## src/include/tx_hist_pkg.sv

```systemverilog
// shared constants of the transmit history list block: offsets, fields, counts, states
// assumes one clock (ref_clk, 200 MHz) and a plain register port of byte addresses
package tx_hist_pkg;

    // ***************************************************************
    // sizes and timing
    // ***************************************************************
    localparam int HIST_DEPTH = 8;       // records per channel
    localparam int IRQ_BATCH = 6;        // records that raise the batch request
    localparam int STORE_MAX_CYC = 70;   // longest store delay, in fCLK cycles
    localparam int TS_W = 16;            // timestamp width
    localparam int LABEL_W = 16;         // label width

    // ***************************************************************
    // register offsets (byte addresses, one word each)
    // ***************************************************************
    localparam logic [7:0] OFS_WIN_CTRL = 8'h00;   // ram_window_ctrl
    localparam logic [7:0] OFS_QCFG = 8'h04;       // hist_queue_config
    localparam logic [7:0] OFS_QSTATE = 8'h08;     // hist_queue_state
    localparam logic [7:0] OFS_PTR_CTRL = 8'h0c;   // hist_ptr_ctrl
    localparam logic [7:0] OFS_W0_LOW = 8'h10;     // history_word0_low
    localparam logic [7:0] OFS_W0_HIGH = 8'h14;    // history_word0_high
    localparam logic [7:0] OFS_W1_LOW = 8'h18;     // history_word1_low
    localparam logic [7:0] OFS_W1_HIGH = 8'h1c;    // history_word1_high
    localparam logic [7:0] OFS_GLOBAL_CONTROL = 8'h20;      // global_control
    localparam logic [7:0] OFS_GTIS = 8'h24;       // global_tx_irq_state
    localparam logic [7:0] OFS_FIFO_CFG = 8'h28;   // fifo_config_high

    // ***************************************************************
    // field positions
    // ***************************************************************
    localparam int QC_ON_BIT = 0;
    localparam int QC_IRQ_ON_BIT = 8;
    localparam int QC_IRQ_MODE_BIT = 9;
    localparam int ST_EMPTY_BIT = 0;
    localparam int ST_FULL_BIT = 1;
    localparam int ST_LOST_BIT = 2;
    localparam int ST_IRQ_BIT = 3;
    localparam int ST_CNT_LSB = 8;
    localparam int W0_KIND_LSB = 0;
    localparam int W0_INDEX_LSB = 4;
    localparam int GC_LOST_IE_BIT = 0;
    localparam int GC_DLC_IE_BIT = 1;
    localparam int GC_MSGLOST_IE_BIT = 2;
    localparam int GC_PAYLOAD_IE_BIT = 3;

    // ***************************************************************
    // encodings and reset values
    // ***************************************************************
    localparam logic [1:0] PAGE_HIST = 2'h1;
    localparam logic [1:0] KIND_TXBUF = 2'h1;
    localparam logic [1:0] KIND_FIFO = 2'h2;
    localparam logic [7:0] PTR_ADVANCE_KEY = 8'hff;
    localparam logic [1:0] MODE_OPER = 2'h0;
    localparam logic [1:0] MODE_RESET = 2'h1;
    localparam logic [1:0] MODE_HALT = 2'h2;
    localparam logic [1:0] RST_PAGE = 2'h0;
    localparam logic [3:0] RST_GLOBAL_CONTROL = 4'h0;
    localparam logic [1:0] RST_FIFO_LINK = 2'h0;

    typedef enum logic {ST_IDLE, ST_STORE} store_state_t;

endpackage : tx_hist_pkg

```

## src/hw/fall_edge_sync.sv

```systemverilog
// two-flop synchroniser for a pin, with a falling-edge pulse on the synchronised level
// assumes the pin idles high (recessive bus level)
module fall_edge_sync (
    input wire logic ref_clk,
    input wire logic rst_b,
    input wire logic pinIn,
    output logic fallPulse
);

    logic meta_q;
    logic sync_q;
    logic last_q;

    // meta_q feeds sync_q only; the edge compare looks at later stages
    always_ff @(posedge ref_clk) begin
        if (!rst_b) begin
            meta_q <= 1'b1;
            sync_q <= 1'b1;
            last_q <= 1'b1;
        end else begin
            meta_q <= pinIn;
            sync_q <= meta_q;
            last_q <= sync_q;
        end
    end

    assign fallPulse = last_q & ~sync_q;

endmodule : fall_edge_sync

```

## src/hw/hist_record_ram.sv

```systemverilog
// record storage of the history queue: one write port, one combinational read port
// assumes the writer never writes and reads past its own full/empty bookkeeping
module hist_record_ram #(
    parameter int DEPTH = 8,
    parameter int WIDTH = 36
) (
    input wire logic ref_clk,
    input wire logic wrEn,
    input wire logic [$clog2(DEPTH)-1:0] wrAddr,
    input wire logic [WIDTH-1:0] wrData,
    input wire logic [$clog2(DEPTH)-1:0] rdAddr,
    output logic [WIDTH-1:0] rdData
);

    logic [WIDTH-1:0] mem [DEPTH];

    // no reset on the array: contents only count while the queue says so
    always_ff @(posedge ref_clk) begin
        if (wrEn) begin
            mem[wrAddr] <= wrData;
        end
    end

    assign rdData = mem[rdAddr];

endmodule : hist_record_ram

```

## src/hw/tx_history_list.sv

```systemverilog
// transmit history queue of one channel with its register port and interrupt grouping
// assumes transmit events, request levels and channel mode come from ref_clk logic;
// only the bus receive pin is asynchronous
// How it works
// - one history queue per channel, holding up to eight records
// - record appended only after an error-free transmission, with kind, index, stamp, label
// - each submitted frame chooses whether a record is kept and its label
// - index field gives dedicated buffers 0 to 3 as 00 to 11
// - kind field is 01 for a dedicated buffer, 10 for the shared fifo
// - fifo-sent records report the buffer number linked to the fifo
// - record words read only while the page select is 01
// - writing ff to the pointer control advances to the next record
// - a record is stored within 70 cycles of the transmission
// - entry-lost flag stays set until software writes zero
// - disabling the queue leaves the history request flag set
// - mode bit picks request per record or at six records
// - own enable gates the history request into the transmit interrupt
// - transmit interrupt joins four sources, all shown in a status register
// - overflow raises global error when the module-wide enable is set
// - channel error interrupt joins the eleven error sources
// - wake-up fires on a falling edge of the bus receive line
// - ram protection fires on a corrected or detected ram error
// - entry lost when a record arrives while the queue is full
//
// Decided for this implementation: the placing of the registers and the address-and-strobe port.
module tx_history_list #(
    parameter int DEPTH = tx_hist_pkg::HIST_DEPTH,
    parameter int TS_W = tx_hist_pkg::TS_W,
    parameter int LABEL_W = tx_hist_pkg::LABEL_W
) (
    input wire logic ref_clk,
    input wire logic rst_b,
    input wire logic [7:0] regAddr,
    input wire logic [31:0] regWrData,
    input wire logic regWr,
    input wire logic regRd,
    output logic [31:0] regRdData,
    input wire logic txDone,
    input wire logic txOk,
    input wire logic txFromFifo,
    input wire logic [1:0] txBufIndex,
    input wire logic [TS_W-1:0] txTimestamp,
    input wire logic [LABEL_W-1:0] txLabel,
    input wire logic txKeepHist,
    input wire logic [1:0] chanMode,
    input wire logic txCompleteReq,
    input wire logic txAbortReq,
    input wire logic fifoTxCompleteReq,
    input wire logic dlcErrReq,
    input wire logic fifoMsgLostReq,
    input wire logic payloadOvfReq,
    input wire logic [10:0] chanErrSrc,
    input wire logic canRxPin,
    input wire logic eccSingleFixed,
    input wire logic eccDoubleFound,
    output logic txIrq,
    output logic globErrIrq,
    output logic chanErrIrq,
    output logic wakeIrq,
    output logic eccIrq
);

    // ***************************************************************
    // sizes and elaboration check
    // ***************************************************************
    localparam int PW = $clog2(DEPTH);
    localparam int CW = PW + 1;
    localparam int REC_W = LABEL_W + TS_W + 4;

    if (DEPTH < tx_hist_pkg::IRQ_BATCH || (DEPTH & (DEPTH - 1)) != 0) begin : bad_depth
        $error("DEPTH must be a power of two and hold a full batch");
    end
    if (TS_W > 32 || LABEL_W > 32) begin : bad_width
        $error("timestamp and label must fit one word");
    end

    // ***************************************************************
    // state
    // ***************************************************************
    logic [1:0] pageSel_q;
    logic queueOn_q;
    logic irqOn_q;
    logic irqMode_q;
    logic [3:0] gctl_q;
    logic [1:0] fifoLink_q;
    logic [PW-1:0] wrPtr_q;
    logic [PW-1:0] rdPtr_q;
    logic [CW-1:0] count_q;
    logic [CW-1:0] count_d;
    logic lost_q;
    logic histIrq_q;
    logic [3:0] gtis_q;
    tx_hist_pkg::store_state_t state_q;
    logic [REC_W-1:0] rec_q;
    logic [REC_W-1:0] headRec;
    logic [31:0] rdData_q;
    logic [31:0] rdData_d;
    logic txIrq_q;
    logic globErrIrq_q;
    logic chanErrIrq_q;
    logic wakeIrq_q;
    logic eccIrq_q;
    logic wakeFall;

    // ***************************************************************
    // decode
    // ***************************************************************
    logic wrWin, wrQcfg, wrState, wrPtrCtl, wrGctl, wrFifo;
    logic chanLive, empty, full, capture, storeGo, storeEn, lostSet, advance;
    logic histSet, histClr, lostClr;

    assign wrWin = regWr && regAddr == tx_hist_pkg::OFS_WIN_CTRL;
    assign wrQcfg = regWr && regAddr == tx_hist_pkg::OFS_QCFG;
    assign wrState = regWr && regAddr == tx_hist_pkg::OFS_QSTATE;
    assign wrPtrCtl = regWr && regAddr == tx_hist_pkg::OFS_PTR_CTRL;
    assign wrGctl = regWr && regAddr == tx_hist_pkg::OFS_GLOBAL_CONTROL;
    assign wrFifo = regWr && regAddr == tx_hist_pkg::OFS_FIFO_CFG;
    assign chanLive = chanMode == tx_hist_pkg::MODE_OPER || chanMode == tx_hist_pkg::MODE_HALT;
    assign empty = count_q == '0;
    assign full = count_q == CW'(DEPTH);
    // only good frames marked for history are captured
    assign capture = txDone && txOk && txKeepHist && queueOn_q;
    assign storeGo = state_q == tx_hist_pkg::ST_STORE && queueOn_q;
    assign storeEn = storeGo && !full;
    assign lostSet = storeGo && full;
    // advance ignored unless enabled and holding a record
    assign advance = wrPtrCtl && regWrData[7:0] == tx_hist_pkg::PTR_ADVANCE_KEY
        && queueOn_q && !empty;
    assign lostClr = wrState && !regWrData[tx_hist_pkg::ST_LOST_BIT];
    assign histClr = wrState && !regWrData[tx_hist_pkg::ST_IRQ_BIT];

    // ***************************************************************
    // configuration registers
    // ***************************************************************
    // page select and module-wide settings
    always_ff @(posedge ref_clk) begin
        if (!rst_b) begin
            pageSel_q <= tx_hist_pkg::RST_PAGE;
            gctl_q <= tx_hist_pkg::RST_GLOBAL_CONTROL;
            fifoLink_q <= tx_hist_pkg::RST_FIFO_LINK;
        end else begin
            if (wrWin) begin
                pageSel_q <= regWrData[1:0];
            end
            if (wrGctl) begin
                gctl_q <= regWrData[3:0];
            end
            if (wrFifo) begin
                fifoLink_q <= regWrData[1:0];
            end
        end
    end

    // queue config; enable only moves in operation or halt, channel reset drops it
    always_ff @(posedge ref_clk) begin
        if (!rst_b) begin
            queueOn_q <= 1'b0;
            irqOn_q <= 1'b0;
            irqMode_q <= 1'b0;
        end else begin
            if (chanMode == tx_hist_pkg::MODE_RESET) begin
                queueOn_q <= 1'b0;
            end else if (wrQcfg && chanLive) begin
                queueOn_q <= regWrData[tx_hist_pkg::QC_ON_BIT];
            end
            if (wrQcfg) begin
                irqOn_q <= regWrData[tx_hist_pkg::QC_IRQ_ON_BIT];
                irqMode_q <= regWrData[tx_hist_pkg::QC_IRQ_MODE_BIT];
            end
        end
    end

    // ***************************************************************
    // capture and store
    // ***************************************************************
    // record latched one cycle, written the next: well inside the allowed delay
    always_ff @(posedge ref_clk) begin
        if (!rst_b) begin
            state_q <= tx_hist_pkg::ST_IDLE;
            rec_q <= '0;
        end else begin
            case (state_q)
                tx_hist_pkg::ST_IDLE: begin
                    if (capture) begin
                        state_q <= tx_hist_pkg::ST_STORE;
                    end
                end
                tx_hist_pkg::ST_STORE: begin
                    if (!capture) begin
                        state_q <= tx_hist_pkg::ST_IDLE;
                    end
                end
                default: begin
                    state_q <= tx_hist_pkg::ST_IDLE;
                end
            endcase
            if (capture) begin
                rec_q[1:0] <= txFromFifo ? tx_hist_pkg::KIND_FIFO
                    : tx_hist_pkg::KIND_TXBUF;
                rec_q[3:2] <= txFromFifo ? fifoLink_q : txBufIndex;
                rec_q[4 +: TS_W] <= txTimestamp;
                rec_q[4 + TS_W +: LABEL_W] <= txLabel;
            end
        end
    end

    hist_record_ram #(
        .DEPTH(DEPTH),
        .WIDTH(REC_W)
    ) u_ram (
        .ref_clk(ref_clk),
        .wrEn(storeEn),
        .wrAddr(wrPtr_q),
        .wrData(rec_q),
        .rdAddr(rdPtr_q),
        .rdData(headRec)
    );

    // next occupancy; a full-queue arrival changes nothing
    always_comb begin
        count_d = count_q;
        case ({storeEn, advance})
            2'b10: count_d = count_q + CW'(1);
            2'b01: count_d = count_q - CW'(1);
            default: count_d = count_q;
        endcase
    end

    // pointers; disabling empties the queue so re-enable starts clean
    always_ff @(posedge ref_clk) begin
        if (!rst_b || !queueOn_q) begin
            wrPtr_q <= '0;
            rdPtr_q <= '0;
            count_q <= '0;
        end else begin
            if (storeEn) begin
                wrPtr_q <= wrPtr_q + PW'(1);
            end
            if (advance) begin
                rdPtr_q <= rdPtr_q + PW'(1);
            end
            count_q <= count_d;
        end
    end

    // ***************************************************************
    // sticky flags: set beats a clearing write in the same cycle
    // ***************************************************************
    assign histSet = storeEn && (!irqMode_q || count_d == CW'(tx_hist_pkg::IRQ_BATCH));

    // disable does not touch these; only a zero write clears
    always_ff @(posedge ref_clk) begin
        if (!rst_b) begin
            lost_q <= 1'b0;
            histIrq_q <= 1'b0;
        end else begin
            lost_q <= lostSet || (lost_q && !lostClr);
            histIrq_q <= histSet || (histIrq_q && !histClr);
        end
    end

    // ***************************************************************
    // interrupt grouping
    // ***************************************************************
    fall_edge_sync u_wake (
        .ref_clk(ref_clk),
        .rst_b(rst_b),
        .pinIn(canRxPin),
        .fallPulse(wakeFall)
    );

    // all outputs registered, one cycle behind their sources
    always_ff @(posedge ref_clk) begin
        if (!rst_b) begin
            gtis_q <= '0;
            txIrq_q <= 1'b0;
            globErrIrq_q <= 1'b0;
            chanErrIrq_q <= 1'b0;
            wakeIrq_q <= 1'b0;
            eccIrq_q <= 1'b0;
        end else begin
            gtis_q <= {histIrq_q && irqOn_q, fifoTxCompleteReq, txAbortReq,
                txCompleteReq};
            txIrq_q <= txCompleteReq || txAbortReq || fifoTxCompleteReq
                || (histIrq_q && irqOn_q);
            globErrIrq_q <= (lost_q && gctl_q[tx_hist_pkg::GC_LOST_IE_BIT])
                || (dlcErrReq && gctl_q[tx_hist_pkg::GC_DLC_IE_BIT])
                || (fifoMsgLostReq && gctl_q[tx_hist_pkg::GC_MSGLOST_IE_BIT])
                || (payloadOvfReq && gctl_q[tx_hist_pkg::GC_PAYLOAD_IE_BIT]);
            chanErrIrq_q <= |chanErrSrc;
            wakeIrq_q <= wakeFall;
            eccIrq_q <= eccSingleFixed || eccDoubleFound;
        end
    end

    // ***************************************************************
    // read port
    // ***************************************************************
    // record words read zero unless the history page is selected
    always_comb begin
        rdData_d = '0;
        case (regAddr)
            tx_hist_pkg::OFS_WIN_CTRL: rdData_d[1:0] = pageSel_q;
            tx_hist_pkg::OFS_QCFG: begin
                rdData_d[tx_hist_pkg::QC_ON_BIT] = queueOn_q;
                rdData_d[tx_hist_pkg::QC_IRQ_ON_BIT] = irqOn_q;
                rdData_d[tx_hist_pkg::QC_IRQ_MODE_BIT] = irqMode_q;
            end
            tx_hist_pkg::OFS_QSTATE: begin
                rdData_d[tx_hist_pkg::ST_EMPTY_BIT] = empty;
                rdData_d[tx_hist_pkg::ST_FULL_BIT] = full;
                rdData_d[tx_hist_pkg::ST_LOST_BIT] = lost_q;
                rdData_d[tx_hist_pkg::ST_IRQ_BIT] = histIrq_q;
                rdData_d[tx_hist_pkg::ST_CNT_LSB +: CW] = count_q;
            end
            tx_hist_pkg::OFS_W0_LOW: begin
                if (pageSel_q == tx_hist_pkg::PAGE_HIST) begin
                    rdData_d[tx_hist_pkg::W0_KIND_LSB +: 2] = headRec[1:0];
                    rdData_d[tx_hist_pkg::W0_INDEX_LSB +: 2] = headRec[3:2];
                end
            end
            tx_hist_pkg::OFS_W1_LOW: begin
                if (pageSel_q == tx_hist_pkg::PAGE_HIST) begin
                    rdData_d[TS_W-1:0] = headRec[4 +: TS_W];
                end
            end
            tx_hist_pkg::OFS_W1_HIGH: begin
                if (pageSel_q == tx_hist_pkg::PAGE_HIST) begin
                    rdData_d[LABEL_W-1:0] = headRec[4 + TS_W +: LABEL_W];
                end
            end
            tx_hist_pkg::OFS_GLOBAL_CONTROL: rdData_d[3:0] = gctl_q;
            tx_hist_pkg::OFS_GTIS: rdData_d[3:0] = gtis_q;
            tx_hist_pkg::OFS_FIFO_CFG: rdData_d[1:0] = fifoLink_q;
            default: rdData_d = '0;
        endcase
    end

    // data stand only in the cycle after the strobe
    always_ff @(posedge ref_clk) begin
        if (!rst_b) begin
            rdData_q <= '0;
        end else begin
            rdData_q <= regRd ? rdData_d : '0;
        end
    end

    assign regRdData = rdData_q;
    assign txIrq = txIrq_q;
    assign globErrIrq = globErrIrq_q;
    assign chanErrIrq = chanErrIrq_q;
    assign wakeIrq = wakeIrq_q;
    assign eccIrq = eccIrq_q;

    // ***************************************************************
    // assertions
    // ***************************************************************
    localparam int StoreMax = tx_hist_pkg::STORE_MAX_CYC;
endmodule : tx_history_list

```

## config.mk

```make
export PLATFORM = sky130hd
export DESIGN_NAME = tx_history_list
export DESIGN_NICKNAME = d
export VERILOG_FILES = /design/src/include/tx_hist_pkg.sv /design/src/hw/fall_edge_sync.sv /design/src/hw/hist_record_ram.sv /design/src/hw/tx_history_list.sv
export SDC_FILE = /design/constraint.sdc
export NUM_CORES = 1
export LEC_CHECK = 0
export BUFFER_PORTS_ARGS = -buffer_cell sky130_fd_sc_hd__buf_4
export CORE_ASPECT_RATIO = 0.6
export CORE_MARGIN = 2
export CORE_UTILIZATION = 55
export CTS_CLUSTER_DIAMETER = 80
export CTS_CLUSTER_SIZE = 16
export DETAILED_ROUTE_END_ITERATION = 6
export GPL_TIMING_DRIVEN = 0
export PLACE_DENSITY = 0.74
export SYNTH_ARGS = -nofsm -noshare
export SYNTH_HDL_FRONTEND = slang
export SYNTH_SLANG_ARGS = --single-unit
```

## constraint.sdc

```tcl
create_clock -name ref_clk -period 11.3 [get_ports ref_clk]
set_input_delay 2.26 -clock ref_clk [delete_from_list [all_inputs] [get_ports ref_clk]]
set_output_delay 2.26 -clock ref_clk [all_outputs]
set_load 0.05 [all_outputs]
```

## Word level (Yosys, flattened, before mapping)

Memory sizes are Yosys's and may differ from the RTL's. A register that Yosys moved wholly into a read port is not among the register bits.
Index checks and enable logic that the tools add are counted.

| operators by class | value |
|---|---|
| $add $sub $neg | 4 |
| equal/unequal tests | 17 |
| muxes and demuxes | 20 |
| bitwise logic cells | 3 |
| reductions and logical operators | 53 |

Operators with widths:

| cell | number |
|---|---|
| two-way mux 16 bit | 2 |
| logical AND 1 bit | 26 |
| equality test 8 x 5 -> 1 bit (second input constant) | 3 |
| equality test 8 x 6 -> 1 bit (second input constant) | 3 |
| equality test 8 x 4 -> 1 bit (second input constant) | 2 |
| one-hot mux 4 bit (2 select lines) | 2 |
| logical OR 1 bit | 12 |
| one-hot mux 2 bit (3 select lines) | 2 |
| OR reduction 11 bit | 1 |
| one-hot mux 2 bit (5 select lines) | 1 |
| zero test 1 bit | 9 |
| one-hot mux 1 bit (9 select lines) | 1 |
| equality test 8 x 3 -> 1 bit (second input constant) | 1 |
| equality test 8 bit (second input constant) | 1 |
| zero test 8 bit | 1 |
| two-way mux 2 bit | 4 |
| one-hot mux 1 bit (8 select lines) | 1 |
| one-hot mux 2 bit (4 select lines) | 1 |
| adder 3 x 1 -> 3 bit (second input constant) | 2 |
| equality test 2 x 1 -> 1 bit (second input constant) | 3 |
| two-way mux 3 bit | 2 |
| adder 4 x 1 -> 4 bit (second input constant) | 1 |
| equality test 2 bit (second input constant) | 2 |
| equality test 4 x 3 -> 1 bit (second input constant) | 1 |
| 10 further kinds | 13 |

| storage, ports and cells | value |
|---|---|
| bits in registers | 104 |
| memory bits (writable) | 288 |
| output and inout port bits | 37 |
| logic and storage cells | 122 |
| memories | 1 |

Memories:

| name | depth | width | read ports | clocked after memory_dff | write ports | line | text |
|---|---|---|---|---|---|---|---|
| u_ram.mem | 8 | 36 | 1 | 1 | 1 | hist_record_ram.sv:15 | `logic [WIDTH-1:0] mem [DEPTH];` |

## Depth between registers and ports, before layout

| logic depth | value |
|---|---|
| word-level depth | 11 |
| mapped depth | 13 |

## Modules after synthesis

From an unflattened synthesis, not the netlist that was laid out.

| second synthesis, totals | value |
|---|---|
| cell total of the unflattened synthesis | 877 |
| area, all modules | 14969.4 sq um |

Modules (own cells, without submodules):

| module | times used | cells each | area each (sq um) | seq. area each (sq um) |
|---|---|---|---|---|
| hist_record_ram | 1 | 429 | 11141.9 | 8648.3 |
| tx_history_list | 1 | 441 | 3742.3 | 1701.6 |
| fall_edge_sync | 1 | 7 | 85.1 | 60.1 |

## Worst setup path before layout

No wires, ideal clock.

| timing path | value |
|---|---|
| path type | register to register |
| start point | reg count_q[0] |
| end point | mem u_ram.mem[0][0], enable pin |
| library setup time | 519 ps |
| arrival | 4439 ps |
| setup slack | 6342 ps |
| cell stages (with the launch flop) | 6 |
| path buffers | 1 |
| period minus slack after synthesis | 4958 ps |
| cells stage by stage | dfxtp_1 buf_2 nor4b_2 nor2_1 inv_2 nor4_1 |

| between the ends | value |
|---|---|
| longest elaborated chain between the ends | 5 |

Ends and longest elaborated chain:

| what | line | text |
|---|---|---|
| start, declared | tx_history_list.sv:88 | `logic [CW-1:0] count_q;` |
| start signal, assigned | tx_history_list.sv:242 | `count_q <= count_d;` |
| equality test 4 bit | tx_history_list.sv:120 | `assign full = count_q == CW'(DEPTH);` |
| zero test 1 bit | tx_history_list.sv:124 | `assign storeEn = storeGo && !full;` |
| logical AND 1 bit | tx_history_list.sv:124 |  |
| two-way mux 1 bit | hist_record_ram.sv:19 | `if (wrEn) begin` |
| two-way mux 1 bit (implied by the code) | hist_record_ram.sv:20 | `mem[wrAddr] <= wrData;` |
| end, declared | hist_record_ram.sv:15 |  |

No other way between the ends.

## Worst setup path after layout

| timing path | value |
|---|---|
| start point | in regAddr[0] |
| end point | reg histIrq_q |

| between the ends | value |
|---|---|
| longest elaborated chain between the ends | 11 |
| elaborated cells on any way between the ends | 17 |
| classes of those cells | 5 x eq/ne; 1 x mux; 11 x reduce/logical |

Ends and longest elaborated chain:

| what | line | text |
|---|---|---|
| start, declared | tx_history_list.sv:33 | `input wire logic [7:0] regAddr,` |
| equality test 8 x 4 -> 1 bit | tx_history_list.sv:115 | `assign wrPtrCtl = regWr && regAddr == tx_hist_pkg::OFS_PTR_CTRL;` |
| logical AND 1 bit | tx_history_list.sv:115 |  |
| logical AND 1 bit | tx_history_list.sv:127 | `assign advance = wrPtrCtl && regWrData[7:0] == tx_hist_pkg::PTR_ADVANCE_KEY` |
| logical AND 1 bit (2 in series) | tx_history_list.sv:128 | `&& queueOn_q && !empty;` |
| equality test 2 x 1 -> 1 bit / equality test 2 bit (equally long branches) | tx_history_list.sv:222 | `case ({storeEn, advance})` |
| one-hot mux 4 bit (2 select lines) | tx_history_list.sv:222 |  |
| equality test 4 x 3 -> 1 bit | tx_history_list.sv:249 | `assign histSet = storeEn && (!irqMode_q \|\| count_d == CW'(tx_hist_pkg::IRQ_BATCH));` |
| logical OR 1 bit | tx_history_list.sv:249 |  |
| logical AND 1 bit | tx_history_list.sv:249 |  |
| logical OR 1 bit (*) | tx_history_list.sv:258 | `histIrq_q <= histSet \|\| (histIrq_q && !histClr);` |
| end signal, assigned | tx_history_list.sv:258 |  |
| end, declared | tx_history_list.sv:91 | `logic histIrq_q;` |

Mark *: on every way between the ends. The rest lies on a longest branch, timed or not.
A chain may end at the register's enable or synchronous reset.

==> impl_results.md <==
- Clk_lat worst skew: 0.57 ns
- Max Cap Viol: 0
- Total track usage: 25.1%
- Routability cong.: 0.884
- Vias/cell: 5.96
- Unique masters post-synth: 58
- CTS tree: yes
- P_leak: 0.00511 uW
- Kind of critical path: in -> reg
- Largest net degree at the start of global routing: 26
- Synth top area share: 58.4%
- Worst EP required: 11.80 ns
- Final Routed Wirelength: 34300 um
- Initial antenna violation count: 0
- H-tree depth: 1
- Max Slew Vio Count: 0
- Num Clock Sinks: 379
- Nets: 1170
- CTS root buffer: clkbuf_16
- Slew headroom: 37.2%
- Row count: 46
- Pwr Total: 2440 uW
- Asr flop ratio synth: 0%
- Clk pin slew, worst setup/hold paths: 0.07 ns
- Vias: 8571
- Placement Setup Slack: 5.99 ns
- Drt first pass iters: 7
- Worst-path maximum fanout: 8
- Worst Hold Class: reg -> reg
- VDD IR max: 0.0950 mV
- Die Width: 216 um
- Period utilization: 42.3%
- First-pass GRT wire length: 51800 um
- Worst Setup Start Kind: primary input
- Drt wl/cell: 23.8 um
- Final ANT Viol Nets: 0
- Endpoints failing hold: 0
- PortBufs: 98
- Clock skew: 0.0177 ns
- Total CTS buffers: 27
- Iteration-0 DRC Markers: 993
- Cts hold-fix bufs: 0
- Top FF cell, synth: edfxtp_1
- Post-CTS Setup Bufs: 0
- Die span in y: 131 um
- EDFF count, synth: 288
- Fmax: 0.209 GHz
- Fin worst setup slack: 6.52 ns
- Core Box Area: 26400 um2
- Yosys reg bits: 379
- Vias in the first global route: 8445
- Post-Synthesis Cells: 893
- Hpwl dp: 23200 um
- Period minus WS final: 4.78 ns
- Starting Density: 56.0%
- Area delta synth->final: 16.0%
- Largest cells by area after synthesis: edfxtp_1, dfxtp_1, mux4_2
- GRT overflow: 0
- CTS Buffer Depth: 3
- Post-CTS sizing: 0
- Worst-margin pin slew: 0.935 ns
- IO Pins: 141
- TNS Setup: 0 ns
- Worst path arrival time: 5.28 ns
- DR DRC count: 0
- Sequential area share after synthesis: 70.7%
- Setup violators final: 0
- Cell Area, Synth: 14800 um2
- Yosys top cell by area: edfxtp_1
- Synth warn: 0
- Diode count: 0
- Fraction of layout cells with a size suffix above 1: 26.8%
- Syn avg cell area: 16.6 um2
- Count leader, synth: edfxtp_1
- Die area: 28300 um2
- Status: complete, no violations
- CP Capture Type: register
- Power per cell area: 142 nW/um2
- RSZ-0062 raised after global routing: no
- Top cells by count, synth: edfxtp_1, nand2_1, dfxtp_1
-- flip-flops by register name (all words and copies together) (netlist names), 2 cells and up, named ones only --
signal and count:
fifoLink_q 2, regRdData 16, pageSel_q 2, gtis_q 4
u_ram.mem 288, gctl_q 4, count_q 4, rec_q 36
wrPtr_q 3, rdPtr_q 3
-- per-stage QoR --
step / std cells / utilization [%] / cell area [um2] / hold WS [ns]
final: 1439 / 65.0 / 17200 / 0.412
after global placement: 1366 / 60.7 / 16000 / 0.402
after floorplan: 908 / - / 14900 / 0.386
after detailed placement: 1392 / 62.1 / 16400 / 0.398
after CTS: 1439 / 65.0 / 17200 / 0.414
after global routing: 1439 / 65.0 / 17200 / 0.443
-- worst paths after layout --
| path | endpoint | slack (ns) | depth (start not counted) | from |
|---|---|---|---|---|
| hold / removal | wakeIrq | 0.41 | 2 | u_wake.last_q |
| setup / recovery | histIrq_q | 6.52 | 13 | regAddr[0] |
| setup reg to reg | histIrq_q | 8.09 | 12 | queueOn_q |
| hold reg to reg | wakeIrq | 0.41 | 2 | u_wake.last_q |
-- routing by layer --
layer  global-route usage (%)  routed length, um  vias to the layer above
li1                         -                  -                     3771
met1                     37.9              15100                     4331
met2                     37.7              15100                      415
met3                     5.65               3300                       54
met4                     5.84                760                        0
met5                        0                  0                        -
-- final cells by class --
| class | count | area (um2) |
|---|---|---|
| repair buffers | 124 | 1050 |
| clock buffers | 45 | 743 |
| flip-flops and latches | 379 | 10500 |
| inverters | 7 | 26.3 |
| plain buffers | 61 | 362 |
| clock inverters | 2 | 16.3 |
| fillers | 1854 | 9240 |
| well taps | 360 | 450 |
| multi-input cells | 461 | 4050 |
-- cells in the final DEF (no fill, tap or decap), drive strengths merged, types with 2 or more instances in the layout --
| cell | synthesis | final |
|---|---|---|
| a211oi | 4 | 4 |
| a21boi | 2 | 2 |
| a21oi | 45 | 45 |
| a221oi | 4 | 4 |
| a22oi | 8 | 8 |
| a31oi | 3 | 3 |
| and2 | 6 | 6 |
| and3 | 3 | 3 |
| and4 | 3 | 3 |
| buf | 44 | 168 |
| clkbuf | 17 | 62 |
| conb | 1 | 16 |
| dfxtp | 91 | 91 |
| edfxtp | 288 | 288 |
| ha | 5 | 5 |
| inv | 6 | 7 |
| mux2 | 2 | 2 |
| mux2i | 46 | 46 |
| mux4 | 72 | 72 |
| nand2 | 95 | 95 |
| nand2b | 7 | 7 |
| nand3 | 11 | 11 |
| nand3b | 2 | 2 |
| nand4 | 7 | 7 |
| nor2 | 45 | 45 |
| nor2b | 9 | 9 |
| nor3 | 8 | 8 |
| nor4 | 6 | 6 |
| nor4b | 6 | 6 |
| o211ai | 3 | 3 |
| o21ai | 5 | 5 |
| o22a | 6 | 6 |
| o22ai | 5 | 5 |
| o31a | 3 | 3 |
| o31ai | 5 | 5 |
| o32a | 2 | 2 |
| or4 | 2 | 2 |
| xor2 | 5 | 5 |
-- report_power, final --
group / leakage, uW / internal, uW / switching (uW) / total, uW
Sequential: 0.00272 / 1480 / 0.690 / 1480
Combinational: 0.00203 / 28.0 / 36.8 / 64.8
Clock: 0.000359 / 448 / 451 / 899
Total: 0.00511 / 1950 / 489 / 2440
-- cell families after synthesis --
family | share of synthesized area [%]
AO/OA/AOI/OAI | 4.34
XOR/XNOR | 0.355
adder cells (fa/ha/maj) | 0.423
buffers and inverters | 2.62
flip-flops | 70.7
multiplexers | 14.2
other | 0.0253
AND/OR/NAND/NOR | 7.30
-- worst max-delay path, cell delays in order --
cell,delay [ns]
buf_4,0.14
and4bb_1,0.27
buf_4,0.18
nand2_1,0.07
nor4b_1,0.54
ha_1,0.38
xor2_1,0.10
ha_1,0.18
a21oi_1,0.15
mux2i_1,0.24
xor2_1,0.12
a2111oi_0,0.43
o31a_1,0.21
(Power assumes the default switching activity.)
